--- src/rtl/capture_pkg.sv ---
// Constants for the input capture channel: register map, fields, modes.
// Assumes an APB master with 32-bit data and word-aligned registers.
// Behaviour
// - Event stores full selected timer count
// - Time base is one of two timers
// - Select bit 1 first, 0 second timer
// - Modes 101/100/011 rising edge prescaled
// - Mode 010 captures every falling edge
// - Mode 001 both edges, interrupt count ignored
// - Modes 000 and 110 disable channel
// - Mode 111 rising wake interrupt only
// - Interrupt after one to four captures
// - Four-entry first-in first-out buffer
// - Overflow flag read-only, hardware cleared
// - Not-empty flag while unread entries remain
// - Stop in idle halts channel (mode 111 interrupt and wake still fire on rising edges)
// - Pin event wakes from sleep/idle
// - DMA request only channels one, two
package capture_pkg;
    localparam logic [11:0] control_offset  = 12'h000;
    localparam logic [11:0] buffer_offset   = 12'h004;
    localparam int          stop_idle_bit   = 13;
    localparam int          time_sel_bit    = 7;
    localparam int          per_int_lsb     = 5;
    localparam int          overflow_bit    = 4;
    localparam int          not_empty_bit   = 3;
    localparam int          mode_lsb        = 0;
    localparam logic [15:0] control_reset   = 16'h0000;
    localparam logic [15:0] writable_mask   = 16'h20e7;
    localparam int          fifo_depth      = 4;
    localparam logic [4:0]  prescale_four   = 5'h04;
    localparam logic [4:0]  prescale_sixteen = 5'h10;

    typedef enum logic [2:0] {
        mode_off     = 3'h0,
        mode_every   = 3'h1,
        mode_fall    = 3'h2,
        mode_rise    = 3'h3,
        mode_rise4   = 3'h4,
        mode_rise16  = 3'h5,
        mode_unused  = 3'h6,
        mode_wake    = 3'h7
    } mode_type;
endpackage

--- src/rtl/input_capture_channel.sv ---
// Input capture channel with APB register access.
// Assumes synchronous pin and timer counts in the pclk domain.
//
// The register addresses and register access over APB were left to the implementer.
`timescale 1ns/1ps
module input_capture_channel #(
    parameter int  count_width = 16,
    parameter bit  has_dma     = 1'b1
) (
    input  wire logic        pclk,
    input  wire logic        presetn,
    input  wire logic        psel,
    input  wire logic        penable,
    input  wire logic        pwrite,
    input  wire logic [11:0] paddr,
    input  wire logic [31:0] pwdata,
    output logic      [31:0] prdata,
    output logic             pready,
    output logic             pslverr,
    input  wire logic        capture_input_pin,
    input  wire logic [15:0] first_time_base_count,
    input  wire logic [15:0] second_time_base_count,
    input  wire logic        cpu_idle,
    input  wire logic        cpu_sleep,
    output logic             capture_irq,
    output logic             wake_request,
    output logic             dma_request
);
    initial begin
        if (count_width != 16) begin
            $error("input_capture_channel supports 16-bit time bases only");
        end
    end

    logic        stop_in_idle;
    logic        time_base_select;
    logic [1:0]  captures_per_interrupt;
    logic [2:0]  capture_mode_select;
    logic        capture_overflow_flag;
    logic        buffer_not_empty_flag;
    logic        pin_last;
    logic [4:0]  prescale_count;
    logic [1:0]  irq_count;
    logic        fifo_full;
    logic        fifo_empty;
    logic [15:0] fifo_head;
    logic        next_event;
    logic        next_prescaled;
    logic        halted;
    logic        rising;
    logic        falling;
    logic        push;
    logic        pop;
    logic        wr_ctrl;
    logic        rd_buf;
    logic        pop_armed;
    logic [15:0] sampled;
    logic [15:0] control_view;

    function automatic logic addr_is(input logic [11:0] a, input logic [11:0] off);
        return a == off;
    endfunction

    assign rising  = capture_input_pin & ~pin_last;
    assign falling = ~capture_input_pin & pin_last;
    assign halted  = stop_in_idle & cpu_idle;
    assign wr_ctrl = psel & penable & pwrite & addr_is(paddr, capture_pkg::control_offset);
    assign rd_buf  = psel & penable & ~pwrite & addr_is(paddr, capture_pkg::buffer_offset);
    assign pop     = rd_buf & pop_armed;
    assign sampled = time_base_select ? first_time_base_count : second_time_base_count;

    always_comb begin
        next_event     = 1'b0;
        next_prescaled = 1'b0;
        case (capture_pkg::mode_type'(capture_mode_select))
            capture_pkg::mode_every:  next_event = rising | falling;
            capture_pkg::mode_fall:   next_event = falling;
            capture_pkg::mode_rise:   next_event = rising;
            capture_pkg::mode_rise4: begin
                next_prescaled = rising;
                next_event = rising && (prescale_count + 5'h01 == capture_pkg::prescale_four);
            end
            capture_pkg::mode_rise16: begin
                next_prescaled = rising;
                next_event = rising && (prescale_count + 5'h01 == capture_pkg::prescale_sixteen);
            end
            default:                  next_event = 1'b0;
        endcase
        if (halted) begin
            next_event     = 1'b0;
            next_prescaled = 1'b0;
        end
    end

    assign push = next_event & ~fifo_full;

    // Pop only what the setup cycle showed; a capture landing
    // between setup and access stays queued instead of being lost
    always_ff @(posedge pclk or negedge presetn) begin
        if (!presetn) begin
            pop_armed <= 1'b0;
        end else begin
            pop_armed <= psel & ~penable & ~pwrite & ~fifo_empty &
                         addr_is(paddr, capture_pkg::buffer_offset);
        end
    end

    always_ff @(posedge pclk or negedge presetn) begin
        if (!presetn) begin
            pin_last <= 1'b0;
        end else begin
            pin_last <= capture_input_pin;
        end
    end

    always_ff @(posedge pclk or negedge presetn) begin
        if (!presetn) begin
            prescale_count <= 5'h00;
        end else if (wr_ctrl || !next_prescaled && capture_mode_select == 3'h0) begin
            prescale_count <= 5'h00;
        end else if (next_event) begin
            prescale_count <= 5'h00;
        end else if (next_prescaled) begin
            prescale_count <= prescale_count + 5'h01;
        end
    end

    always_ff @(posedge pclk or negedge presetn) begin
        if (!presetn) begin
            stop_in_idle           <= capture_pkg::control_reset[capture_pkg::stop_idle_bit];
            time_base_select       <= capture_pkg::control_reset[capture_pkg::time_sel_bit];
            captures_per_interrupt <= 2'h0;
            capture_mode_select    <= 3'h0;
        end else if (wr_ctrl) begin
            stop_in_idle           <= pwdata[capture_pkg::stop_idle_bit];
            time_base_select       <= pwdata[capture_pkg::time_sel_bit];
            captures_per_interrupt <= pwdata[capture_pkg::per_int_lsb +: 2];
            capture_mode_select    <= pwdata[capture_pkg::mode_lsb +: 3];
        end
    end

    // Overflow and buffer cleared only when the channel is turned off
    always_ff @(posedge pclk or negedge presetn) begin
        if (!presetn) begin
            capture_overflow_flag <= 1'b0;
        end else if (next_event && fifo_full) begin
            capture_overflow_flag <= 1'b1;
        end else if (capture_mode_select == 3'h0) begin
            capture_overflow_flag <= 1'b0;
        end
    end

    capture_fifo #(
        .width (16),
        .depth (capture_pkg::fifo_depth)
    ) u_fifo (
        .pclk      (pclk),
        .presetn   (presetn),
        .clear     (capture_mode_select == 3'h0),
        .push      (push),
        .push_data (sampled),
        .pop       (pop),
        .head      (fifo_head),
        .full      (fifo_full),
        .empty     (fifo_empty)
    );

    always_ff @(posedge pclk or negedge presetn) begin
        if (!presetn) begin
            buffer_not_empty_flag <= 1'b0;
        end else begin
            buffer_not_empty_flag <= ~fifo_empty;
        end
    end

    // Interrupt pulse after N captures; every-edge mode pulses each capture
    always_ff @(posedge pclk or negedge presetn) begin
        if (!presetn) begin
            irq_count   <= 2'h0;
            capture_irq <= 1'b0;
        end else begin
            capture_irq <= 1'b0;
            if (wr_ctrl) begin
                irq_count <= 2'h0;
            end else if (capture_mode_select == 3'h7) begin
                capture_irq <= rising & (cpu_sleep | cpu_idle);
            end else if (next_event) begin
                if (capture_mode_select == 3'h1 || irq_count == captures_per_interrupt) begin
                    capture_irq <= 1'b1;
                    irq_count   <= 2'h0;
                end else begin
                    irq_count <= irq_count + 2'h1;
                end
            end
        end
    end

    always_ff @(posedge pclk or negedge presetn) begin
        if (!presetn) begin
            wake_request <= 1'b0;
            dma_request  <= 1'b0;
        end else begin
            wake_request <= (cpu_sleep | cpu_idle) & (capture_mode_select == 3'h7 ? rising
                                                                                 : next_event);
            dma_request  <= has_dma & push & (captures_per_interrupt == 2'h0);
        end
    end

    always_comb begin
        control_view = 16'h0000;
        control_view[capture_pkg::stop_idle_bit]      = stop_in_idle;
        control_view[capture_pkg::time_sel_bit]       = time_base_select;
        control_view[capture_pkg::per_int_lsb +: 2]   = captures_per_interrupt;
        control_view[capture_pkg::overflow_bit]       = capture_overflow_flag;
        control_view[capture_pkg::not_empty_bit]      = buffer_not_empty_flag;
        control_view[capture_pkg::mode_lsb +: 3]      = capture_mode_select;
    end

    // Zero-wait slave; unmapped addresses answer with an error
    always_ff @(posedge pclk or negedge presetn) begin
        if (!presetn) begin
            prdata  <= 32'h0000_0000;
            pready  <= 1'b0;
            pslverr <= 1'b0;
        end else begin
            pready  <= psel & ~penable;
            pslverr <= 1'b0;
            if (psel && !penable) begin
                if (addr_is(paddr, capture_pkg::control_offset)) begin
                    prdata <= {16'h0000, control_view};
                end else if (addr_is(paddr, capture_pkg::buffer_offset)) begin
                    prdata <= {16'h0000, fifo_empty ? 16'h0000 : fifo_head};
                end else begin
                    prdata  <= 32'h0000_0000;
                    pslverr <= 1'b1;
                end
            end
        end
    end

    property p_full_drop;
        @(posedge pclk) disable iff (!presetn)
        (next_event && fifo_full) |=> capture_overflow_flag;
    endproperty
    a_full_drop: assert property (p_full_drop) else $error("overflow not set");

    property p_no_push_full;
        @(posedge pclk) disable iff (!presetn)
        (fifo_full && !pop && capture_mode_select != 3'h0) |=>
            (fifo_full && $stable(fifo_head));
    endproperty
    a_no_push_full: assert property (p_no_push_full) else $error("push when full");

    property p_off_idle;
        @(posedge pclk) disable iff (!presetn)
        (capture_mode_select == 3'h0 || capture_mode_select == 3'h6 ||
         capture_mode_select == 3'h7) |-> !push;
    endproperty
    a_off_idle: assert property (p_off_idle) else $error("capture while disabled");

    property p_halt;
        @(posedge pclk) disable iff (!presetn) halted |-> !push;
    endproperty
    a_halt: assert property (p_halt) else $error("capture while halted");

    property p_bne;
        @(posedge pclk) disable iff (!presetn) push ##1 1'b1 |=> buffer_not_empty_flag;
    endproperty
    a_bne: assert property (p_bne) else $error("not-empty flag missing");

    property p_fall;
        @(posedge pclk) disable iff (!presetn)
        (capture_mode_select == 3'h2 && falling && !halted && !fifo_full) |-> push;
    endproperty
    a_fall: assert property (p_fall) else $error("falling edge missed");

    property p_irq_every;
        @(posedge pclk) disable iff (!presetn)
        (capture_mode_select == 3'h1 && next_event && !wr_ctrl) |=> capture_irq;
    endproperty
    a_irq_every: assert property (p_irq_every) else $error("every-edge irq missing");

    property p_dma;
        @(posedge pclk) disable iff (!presetn)
        dma_request |-> $past(captures_per_interrupt) == 2'h0;
    endproperty
    a_dma: assert property (p_dma) else $error("dma with deep buffer");

    property p_pop_data;
        @(posedge pclk) disable iff (!presetn) pop |-> !fifo_empty;
    endproperty
    a_pop_data: assert property (p_pop_data) else $error("pop from empty buffer");

    property p_bne_clear;
        @(posedge pclk) disable iff (!presetn) fifo_empty |=> !buffer_not_empty_flag;
    endproperty
    a_bne_clear: assert property (p_bne_clear) else $error("not-empty flag stuck");

    property p_wake;
        @(posedge pclk) disable iff (!presetn)
        (capture_mode_select == 3'h7 && rising && (cpu_sleep || cpu_idle)) |=> wake_request;
    endproperty
    a_wake: assert property (p_wake) else $error("wake request missing");

    property p_prescale;
        @(posedge pclk) disable iff (!presetn)
        (capture_mode_select == 3'h4 && rising && !halted && prescale_count == 5'h03)
            |-> next_event;
    endproperty
    a_prescale: assert property (p_prescale) else $error("fourth rising edge missed");

    c_overflow: cover property (@(posedge pclk) capture_overflow_flag);
    c_irq:      cover property (@(posedge pclk) capture_irq && captures_per_interrupt == 2'h3);
    c_wake:     cover property (@(posedge pclk) wake_request);
    c_every:    cover property (@(posedge pclk) capture_mode_select == 3'h1 && push);
    c_sixteen:  cover property (@(posedge pclk) capture_mode_select == 3'h5 && push);
endmodule

--- src/rtl/capture_fifo.sv ---
// Four-deep flop buffer of captured counts.
// Assumes the parent never pushes while full nor pops while empty.
`timescale 1ns/1ps
module capture_fifo #(
    parameter int width = 16,
    parameter int depth = capture_pkg::fifo_depth
) (
    input  wire logic             pclk,
    input  wire logic             presetn,
    input  wire logic             clear,
    input  wire logic             push,
    input  wire logic [width-1:0] push_data,
    input  wire logic             pop,
    output logic      [width-1:0] head,
    output logic                  full,
    output logic                  empty
);
    localparam int aw = $clog2(depth);
    logic [width-1:0] store [depth];
    logic [aw-1:0]    wr_ptr;
    logic [aw-1:0]    rd_ptr;
    logic [aw:0]      count;

    initial begin
        if (depth < 2 || (depth & (depth - 1)) != 0) begin
            $error("capture_fifo depth must be a power of two");
        end
    end

    always_ff @(posedge pclk or negedge presetn) begin
        if (!presetn) begin
            wr_ptr <= '0;
            rd_ptr <= '0;
            count  <= '0;
        end else if (clear) begin
            wr_ptr <= '0;
            rd_ptr <= '0;
            count  <= '0;
        end else begin
            if (push) begin
                wr_ptr <= wr_ptr + 1'b1;
            end
            if (pop) begin
                rd_ptr <= rd_ptr + 1'b1;
            end
            count <= count + (aw+1)'(push) - (aw+1)'(pop);
        end
    end

    always_ff @(posedge pclk) begin
        if (push) begin
            store[wr_ptr] <= push_data;
        end
    end

    assign head  = store[rd_ptr];
    assign full  = (count == (aw+1)'(depth));
    assign empty = (count == '0);
endmodule

--- config.mk ---
export PLATFORM = sky130hd
export DESIGN_NAME = input_capture_channel
export DESIGN_NICKNAME = d
export VERILOG_FILES = /design/src/rtl/capture_pkg.sv /design/src/rtl/input_capture_channel.sv /design/src/rtl/capture_fifo.sv
export SDC_FILE = /design/constraint.sdc
export NUM_CORES = 1
export LEC_CHECK = 0
export BUFFER_PORTS_ARGS = -buffer_cell sky130_fd_sc_hd__buf_2
export CAP_MARGIN = 5
export CORE_MARGIN = 5
export CORE_UTILIZATION = 35
export CTS_CLUSTER_DIAMETER = 30
export DETAILED_ROUTE_END_ITERATION = 10
export PLACE_DENSITY_LB_ADDON = 0.3
export RECOVER_POWER = 25
export SLEW_MARGIN = 20
export SYNTH_ARGS = -nofsm -noshare
export SYNTH_HDL_FRONTEND = slang
export SYNTH_SLANG_ARGS = --single-unit
export TNS_END_PERCENT = 20
--- constraint.sdc ---
create_clock -name pclk -period 6.5 [get_ports pclk]
set_input_delay 1.3 -clock pclk [delete_from_list [all_inputs] [get_ports pclk]]
set_output_delay 1.3 -clock pclk [all_outputs]
set_load 0.005 [all_outputs]
; ---- Yosys cells after proc, flatten, opt, wreduce, memory -nomap -nowiden
; Memories as Yosys holds them, arrays and structs flattened.
; Cells that the tools add are included.
[classes]
n_addsub = 6
mul = 0
div = 0
order_cmp = 0
n_eq_ne = 12
shift = 0
n_mux = 32
n_bitwise = 25
n_reduce_logical = 20
[op_table]
columns = cell, n
row1 = 16-bit two-way mux, 4
row2 = 1-bit AND, 17
row3 = 2-bit two-way mux, 8
row4 = 1-bit two-way mux, 15
row5 = 5-bit two-way mux, 3
row6 = 12-bit by 3-bit equality test with 1-bit output (second input constant), 1
row7 = 3-bit equality test (second input constant), 4
row8 = 12-bit logical NOT, 1
row9 = 2-bit nonzero test, 4
row10 = 2-bit by 1-bit adder with 2-bit output (second input constant), 3
row11 = 3-bit by 2-bit equality test with 1-bit output (second input constant), 2
row12 = 3-bit logical NOT, 2
row13 = 1-bit inverter, 6
row14 = 5-bit by 1-bit adder with 5-bit output (second input constant), 1
row15 = 5-bit by 3-bit equality test with 1-bit output (second input constant), 1
row16 = 5-bit equality test (second input constant), 1
row17 = 1-bit logical AND, 5
row18 = 1-bit one-hot mux with 5 select lines, 1
row19 = 3-bit by 1-bit adder with 3-bit output, 1
row20 = 3-bit by 1-bit equality test with 1-bit output (second input constant), 1
row21 = 3-bit two-way mux, 1
row22 = 3-bit nonzero test, 1
row23 = 3-bit by 1-bit subtractor with 3-bit output, 1
row24 = 2-bit equality test, 1
row25 = other kinds (7), 10
[word_totals]
ff_bits = 62
latch_bits = 0
ram_bits = 64
rom_bits = 0
input_bits = 84
output_inout_bits = 37
mem_count = 1
[mem_list]
columns = memory, words, word_bits, read_ports, rd_ports_with_merged_regs, write_ports, line
row1 = u_fifo.store, 4, 16, 1, 0, 1, capture_fifo.sv:19  ; logic [width-1:0] store [depth];

; ---- Longest topological paths before layout
; Gate-level depths: netlist of run 1.
[logic_depth]
depth_word = 9
depth_mapped = 12

; ---- Cells and area by module
; Synthesis of run 1 repeated with hierarchy kept, for this count alone.
[unflattened]
hier_cells = 343
hier_area_um2 = 5034.8
[modules_own_cells]
columns = mod, instances, cells_per_inst, area_each_um2
row1 = capture_fifo, 1, 122, 2781.4
row2 = input_capture_channel, 1, 221, 2253.4

; ---- Worst setup path after synthesis of run 1
; OpenSTA, ideal clock, no wires.
[synth_path]
path_type = input to register
startpoint = input port paddr[4]
endpoint = register u_fifo.count[2]
setup_ns = 0.147
arrival_ns = 3.307
t_required_ns = 6.353
setup_slack_ns = 3.047
path_stages = 11
n_path_buf = 0
path_cell_list = nor4_1 nand3_1 nor3_1 ha_1 inv_1 ha_1 inv_1 fa_1 xor2_1 xnor2_1 nor2_1
[synth_via]
elab_chain_len = 5
[synth_rtl]
columns = item, line
row1 = "start, declared", input_capture_channel.sv:15  ; input wire logic [11:0] paddr,
row2 = 12-bit by 3-bit equality test with 1-bit output, input_capture_channel.sv:61  ; return a == off;
row3 = 1-bit AND, input_capture_channel.sv:68  ; assign rd_buf = psel & penable & ~pwrite & addr_is(paddr, capture_pkg::buffer_offset);
row4 = 1-bit AND, input_capture_channel.sv:69  ; assign pop = rd_buf & pop_armed;
row5 = 3-bit by 1-bit subtractor with 3-bit output, capture_fifo.sv:46  ; count <= count + (aw+1)'(push) - (aw+1)'(pop);
row6 = 3-bit two-way mux, capture_fifo.sv:35  ; end else if (clear) begin
row7 = "end signal, assigned", capture_fifo.sv:46
row8 = "end, declared", capture_fifo.sv:22  ; logic [aw:0] count;
; Every way passes these cells.
; A chain may end at the register's enable or synchronous reset.

; ---- Worst setup path in the final report of run 1
; Ends and elaborated chain as after synthesis.

==> impl_metrics.json, run 1 <==
{
  "status": "finished with violations",
  "violations": "capacitance limit, slew limit",
  "synth-main-ff-cell": "edfxtp_1",
  "port_buffers": 79,
  "ant_nets": 0,
  "vdd_ir_drop_max_mv": 0.127,
  "yosys_warnings": 0,
  "die_h_um": 130,
  "switchingPower_uw": 412,
  "min-delay-start": "prdata[11]",
  "synth-simple-area-share_pct": 8.72,
  "max_freq_mhz": 282,
  "critPathLaunchType": "input pin",
  "layout.nets": 518,
  "worstSetupEndpointType": "flip-flop",
  "vias": 3061,
  "dieArea_um2": 17000,
  "slew_viol_final": 47,
  "p_clk_share_pct": 34.1,
  "fp-row-count": 44,
  "synth_cell_types": 52,
  "min_to": "prdata[11]",
  "rr_endpoint": "u_fifo.store[3][5]",
  "avgViaCountPerCell": 5.00,
  "drt_pass1_iterations": 4,
  "core-area_um2": 14400,
  "cts_made_buffers": 9,
  "htreeDepth": 3,
  "grt_max_degree": 47,
  "wl_per_cell_um": 17.7,
  "dp_hpwl_um": 7330,
  "top_level_ports": 121,
  "synth_area_per_cell_um2": 14.7,
  "postSynthCellCount": 346,
  "muxShareOfSynthArea_pct": 12.8,
  "synth_top_family_by_area": "multiplexers",
  "cts_tree": "done",
  "drc": 0,
  "drtIter0Drc": 189,
  "hold_path_class": "reg -> reg",
  "worst_slack_ns": 2.95,
  "p_leak_nw": 2.38,
  "async_flop_share_pct": 41.8,
  "fin_worst_skew_ns": 0.00792,
  "hold_depth": 2,
  "hold_viol_final": 0,
  "grt-ovfl-total": 0,
  "root_buffer": "clkbuf_16",
  "totalWireLength_um": 10800,
  "diodes": 0,
  "layout-drive-gt1-share_pct": 34.1,
  "cts_sinks": 110,
  "post_cts_resize_count": 0,
  "start_util_pct": 35.4,
  "ctsHoldBuffers": 0,
  "rsz0062_at_grt": "no",
  "gp_congestion": 0.762,
  "yosys.area_share.adder_pct": 2.86,
  "num-fill-cells": 1376,
  "antenna_found_initial": 1,
  "synth.area.top_cells": "edfxtp_1 38%, dfrtp_1 23%, mux4_2 7.1%",
  "synth_edf_count": 64,
  "critPathKind": "in -> reg",
  "dieWidth_um": 130,
  "rr_worst_depth": 5,
  "internal_power_mw": 1.13,
  "rr_startpoint": "capture_mode_select[1]",
  "ys_ff_latch": 110,
  "arrival_ns": 3.74,
  "required_ns": 6.69,
  "slew_headroom_pct": -78.1,
  "fin_setup_tns_ns": 0,
  "p_comb_share_pct": 12.3,
  "clk_latency_ns": 0.35,
  "area_growth_pct": 15.3,
  "grtUsageTotal_pct": 13.5,
  "yosysSeqAreaShare_pct": 60.5,
  "tightest_slew_ns": 2.67,
  "timing.final.crit_share_pct": 54.6,
  "yosysTopAreaCellShare_pct": 37.8,
  "timing.final.crit_period_ns": 3.55,
  "clockBufferDepth": 2,
  "powerDensity_nw_per_um2": 264,
  "place_ws_ns": 2.61,
  "max-cap-violations": 1,
  "grt_first_pass_wirelength_um": 17300,
  "yosysTopAreaCell": "edfxtp_1",
  "rrSetupSlack_ns": 3.42,
  "grt_pass1_vias": 3183,
  "netlist_area_um2": 5080,
  "post_cts_buffers": 0,
  "power_frac_seq_pct": 53.6,
  "clkSlewWorstSetupHoldPaths_ns": 0.07,
  "p_sw_share_pct": 26.7,
  "setup-violations-final": 0,
  "synth-compound-area-share_pct": 7.66,
  "cp-startpoint": "paddr[4]",
  "synth_xor_xnor_area_share_pct": 2.07,
  "cp_max_fo": 3
}
[cell usage after synthesis, drive strengths merged, types with 2 or more instances]
cell type / instances
nor3: 10
inv: 19
nand4: 5
nor2: 12
edfxtp: 64
ha: 10
nor4: 2
o21ai: 12
dfrtp: 46
or2b: 2
nand2: 15
nand3: 2
nor2b: 9
o221ai: 2
clkbuf: 8
and2: 7
nor4b: 2
buf: 22
a221o: 11
or3: 3
nand2b: 2
nand3b: 2
mux2i: 3
o2bb2ai: 3
xnor2: 7
xor2: 5
mux4: 16
a221oi: 2
a21oi: 4
mux2: 23
[per-stage QoR]
step           utilization (%)  power, mW  cell area (µm²)  hold slack, ns  cells
6_report                  40.8       1.54             5860           0.482    612
3_3_place_gp              38.8       1.02             5580           0.463    596
2_1_floorplan                -      0.981             5140           0.455    361
5_1_grt                   40.8       1.63             5860           0.497    612
4_1_cts                   40.8       1.56             5860           0.487    612
3_5_place_dp              38.8       1.03             5580           0.469    596
[final cells by class]
class                   instances  area [µm²]  share of cell area, %
well taps                     184         230                   3.93
repair buffers                 81         408                   6.97
flip-flops and latches        110        3070                   52.5
clock buffers                   9         225                   3.85
clock inverters                 7        56.3                  0.962
multi-input cells             202        1790                   30.6
inverters                      19        71.3                   1.22
[layer usage]
layer  vias to the layer above  GRT usage (%)  routed length (µm)
met2                       106           21.3                4970
li1                       1413              -                   -
met4                         2           3.51                 147
met5                         -              0                  13
met3                        13           3.94                 825
met1                      1527           18.4                4860
[logic make-up after synthesis]
| kind of cell | count (synthesis) |
|---|---|
| AOI/OAI and AO/OA | 44 |
| xor gates and xnor gates | 12 |
| adders and majority gates | 11 |
| buffers and inverters | 49 |
| DFF | 110 |
| muxes | 42 |
| other | 1 |
| and+or+nand+nor | 77 |
[worst max-delay path: stages]
cell and delay, ns:
buf_2 0.09, nor4_1 0.43, nand3_1 0.24, nor3_1 0.39, ha_1 0.31, inv_1 0.06, ha_1 0.13, inv_1 0.05
fa_1 0.37, xor2_1 0.18, xnor2_1 0.14, nor2_1 0.05
[state kept, by name, summed over array words and instances, names as in the netlist]
signal                  count
buffer_not_empty_flag       1
capture_irq                 1
capture_mode_select         3
capture_overflow_flag       1
captures_per_interrupt      2
dma_request                 1
irq_count                   2
pin_last                    1
pop_armed                   1
prdata                     16
pready                      1
prescale_count              5
pslverr                     1
stop_in_idle                1
time_base_select            1
u_fifo.count                3
u_fifo.rd_ptr               2
u_fifo.store               64
u_fifo.wr_ptr               2
wake_request                1
[how the worst max path moves through the flow]
| stage | to | slack (ns) | cells past startpoint |
|---|---|---|---|
| finish | u_fifo.count[2] | 2.95 | 12 |
| floorplan | u_fifo.count[2] | 3.05 | 11 |
| global placement | u_fifo.store[2][3] | 2.65 | 7 |
| CTS | u_fifo.count[2] | 2.97 | 12 |
| global route | u_fifo.count[2] | 2.58 | 1 |
| detailed placement | u_fifo.count[2] | 2.61 | 12 |
[layout by cell type (no fill, tap or decap), types with 5 or more instances in the layout]
cell type,count
ha_1,10
and2_1,7
o21ai_0,12
xor2_1,5
inv_1,19
mux2_2,20
conb_1,16
edfxtp_1,64
dfrtp_1,46
nor2b_1,9
nor3_1,9
clkbuf_16,9
a221o_1,11
xnor2_1,7
nand2_1,15
buf_2,77
mux4_2,16
nor2_1,12
[power groups by stage]
stage | logic (mW) | registers [mW] | clock network [mW]
final | 0.190 | 0.827 | 0.526
after CTS | 0.193 | 0.827 | 0.539
after global placement | 0.184 | 0.839 | 0
after floorplan | 0.156 | 0.825 | 0
after detailed placement | 0.192 | 0.841 | 0
after global routing | 0.221 | 0.836 | 0.569
Power figures use the tool's default switching activity.
==> run 2: changes to the inputs <==
==> constraint.sdc (replaced) <==
create_clock -name pclk -period 3.1 [get_ports pclk]
set_input_delay 0.62 -clock pclk [delete_from_list [all_inputs] [get_ports pclk]]
set_output_delay 0.62 -clock pclk [all_outputs]
set_load 0.005 [all_outputs]
==> run 2 against run 1 <==
The run now ends clean. Largest cell class unchanged. Register-to-register slack lost 3.0 ns. Largest power group unchanged. Via count increased by 1.4%. Clock skew grew 0.0012 ns. Cell area increased by 1.3%.
==> impl_metrics.json, run 2 (synthesis results as in run 1) <==
{
  "critPathTopFamily": "simple AND/OR/NAND/NOR gates",
  "start_util_pct": 35.4,
  "largestRegisters": "u_fifo.store: 64 flops, prdata: 16 flops, prescale_count: 5 flops",
  "dieArea_um2": 17000,
  "most-common-layout-cells": "70 x buf_2, 64 x edfxtp_1, 46 x dfrtp_1",
  "ant_nets": 0,
  "power_frac_seq_pct": 53.6,
  "drt_pass1_iterations": 4,
  "worstSetupEndpointType": "flip-flop",
  "grt_max_degree": 32,
  "timing.final.crit_period_ns": 2.76,
  "drc": 0,
  "timing.final.crit_share_pct": 89.2,
  "p_leak_nw": 2.41,
  "post_cts_resize_count": 0,
  "grt_util_met2_pct": 22.2,
  "regMostFlops": "u_fifo.store",
  "wl_per_cell_um": 17.9,
  "globalRouteMet3Util_pct": 3.90,
  "layout-drive-gt1-share_pct": 34.8,
  "layout.nets": 530,
  "required_ns": 3.34,
  "clockBufferDepth": 2,
  "powerDensity_nw_per_um2": 546,
  "max_freq_mhz": 362,
  "post_cts_buffers": 0,
  "cts_sinks": 110,
  "critPathKind": "in -> reg",
  "fin_worst_skew_ns": 0.00913,
  "root_buffer": "clkbuf_16",
  "vias": 3103,
  "path_buf_inv": 3,
  "final_common_cell": "buf_2",
  "slew_headroom_pct": 34.0,
  "busiest_layer": "met2",
  "crit_slowest_cell": "nor4_1",
  "p_total_mw": 3.24,
  "totalWireLength_um": 11100,
  "switchingPower_uw": 847,
  "cts_tree": "done",
  "avgViaCountPerCell": 4.97,
  "clk_latency_ns": 0.35,
  "diodes": 0,
  "hold_path_class": "in -> async",
  "status": "finished clean",
  "fp-row-count": 44,
  "antenna_found_initial": 1,
  "p_clk_share_pct": 33.9,
  "dp_hpwl_um": 7710,
  "setup-violations-final": 0,
  "p_sw_share_pct": 26.2,
  "arrival_ns": 3.01,
  "grtUsageTotal_pct": 13.6,
  "clkSlewWorstSetupHoldPaths_ns": 0.07,
  "design_area_um2": 5930,
  "max-cap-violations": 0,
  "ctsHoldBuffers": 0,
  "largest_reg_flops": 64,
  "top_level_ports": 121,
  "met1_usage_pct": 17.9,
  "slowest_delay_ns": 0.43,
  "die_h_um": 130,
  "p_comb_share_pct": 12.5,
  "dieWidth_um": 130,
  "slew_viol_final": 0,
  "tightest_slew_ns": 0.990,
  "vdd_ir_drop_max_mv": 0.262,
  "grt_first_pass_wirelength_um": 17400,
  "place_area_um2": 5670,
  "grt_pass1_vias": 3188,
  "htreeDepth": 3,
  "gp_congestion": 0.777,
  "rsz0062_at_grt": "no",
  "crit_chain": "buf_2, nor4_1, nand3_1, nor3_1, ha_1, inv_1, ha_1, inv_1, fa_1, xor2_1, xnor2_1, nor2_1",
  "utilization_pct": 41.3,
  "hold_viol_final": 0,
  "core-area_um2": 14400,
  "grt-ovfl-total": 0,
  "port_buffers": 79,
  "num-fill-cells": 1346,
  "cp_max_fo": 3,
  "area_growth_pct": 16.8,
  "critPathLaunchType": "input pin",
  "cts_made_buffers": 9,
  "drtIter0Drc": 197,
  "internal_power_mw": 2.39
}
run 2: cell count changes in the layout (fill, tap and decap cells not counted), sizes merged:
| cell | before | now |
|---|---|---|
| clkinvlp | 1 | 0 |
| clkbuf | 11 | 20 |
| buf | 79 | 83 |
run 2: worst paths after layout:
check                      depth (start not counted)               end  slack (ns)                    from
max                                               12   u_fifo.count[2]        0.34               paddr[11]
min                                                1      stop_in_idle        0.41                 presetn
max reg2reg                                       10   u_fifo.count[2]        0.46  capture_mode_select[1]
min reg2reg                                        2         prdata[8]        0.48               prdata[8]
max in group asynchronous                          2  u_fifo.wr_ptr[1]        1.36                 presetn
min in group pclk                                  1          pin_last        0.44       capture_input_pin
run 2: layout make-up:
cell class / instances / area [µm²] / area share [%]
timing repair buffer: 93 / 487 / 8.20
clock buffer: 10 / 239 / 4.03
sequential: 110 / 3070 / 51.8
tap: 184 / 230 / 3.88
clock inverter: 6 / 41.3 / 0.696
inverter: 19 / 71.3 / 1.20
multi-input combinational: 202 / 1790 / 30.2
run 2: routing by layer:
layer	wire length (µm)	vias up
met5	7	-
met4	152	2
met3	758	16
met2	5290	92
met1	4940	1552
li1	-	1441
run 2: power groups by stage:
| stage | Sequential (mW) | Clock [mW] | Combinational, mW |
|---|---|---|---|
| 6_report | 1.73 | 1.10 | 0.404 |
| 5_1_grt | 1.75 | 1.19 | 0.464 |
| 3_3_place_gp | 1.76 | 0 | 0.393 |
| 3_5_place_dp | 1.76 | 0 | 0.409 |
| 2_1_floorplan | 1.73 | 0 | 0.327 |
| 4_1_cts | 1.73 | 1.13 | 0.413 |
run 2: stage by stage:
stage | worst slack, ns | instances | hold WS, ns | setup TNS (ns)
after floorplan | 0.327 | 361 | 0.324 | 0
after global placement | 0.120 | 608 | 0.465 | 0
after detailed placement | -0.0178 | 608 | 0.469 | -0.0178
after CTS | 0.335 | 624 | 0.215 | 0
after global routing | 0.178 | 624 | 0.437 | 0
final | 0.335 | 624 | 0.412 | 0
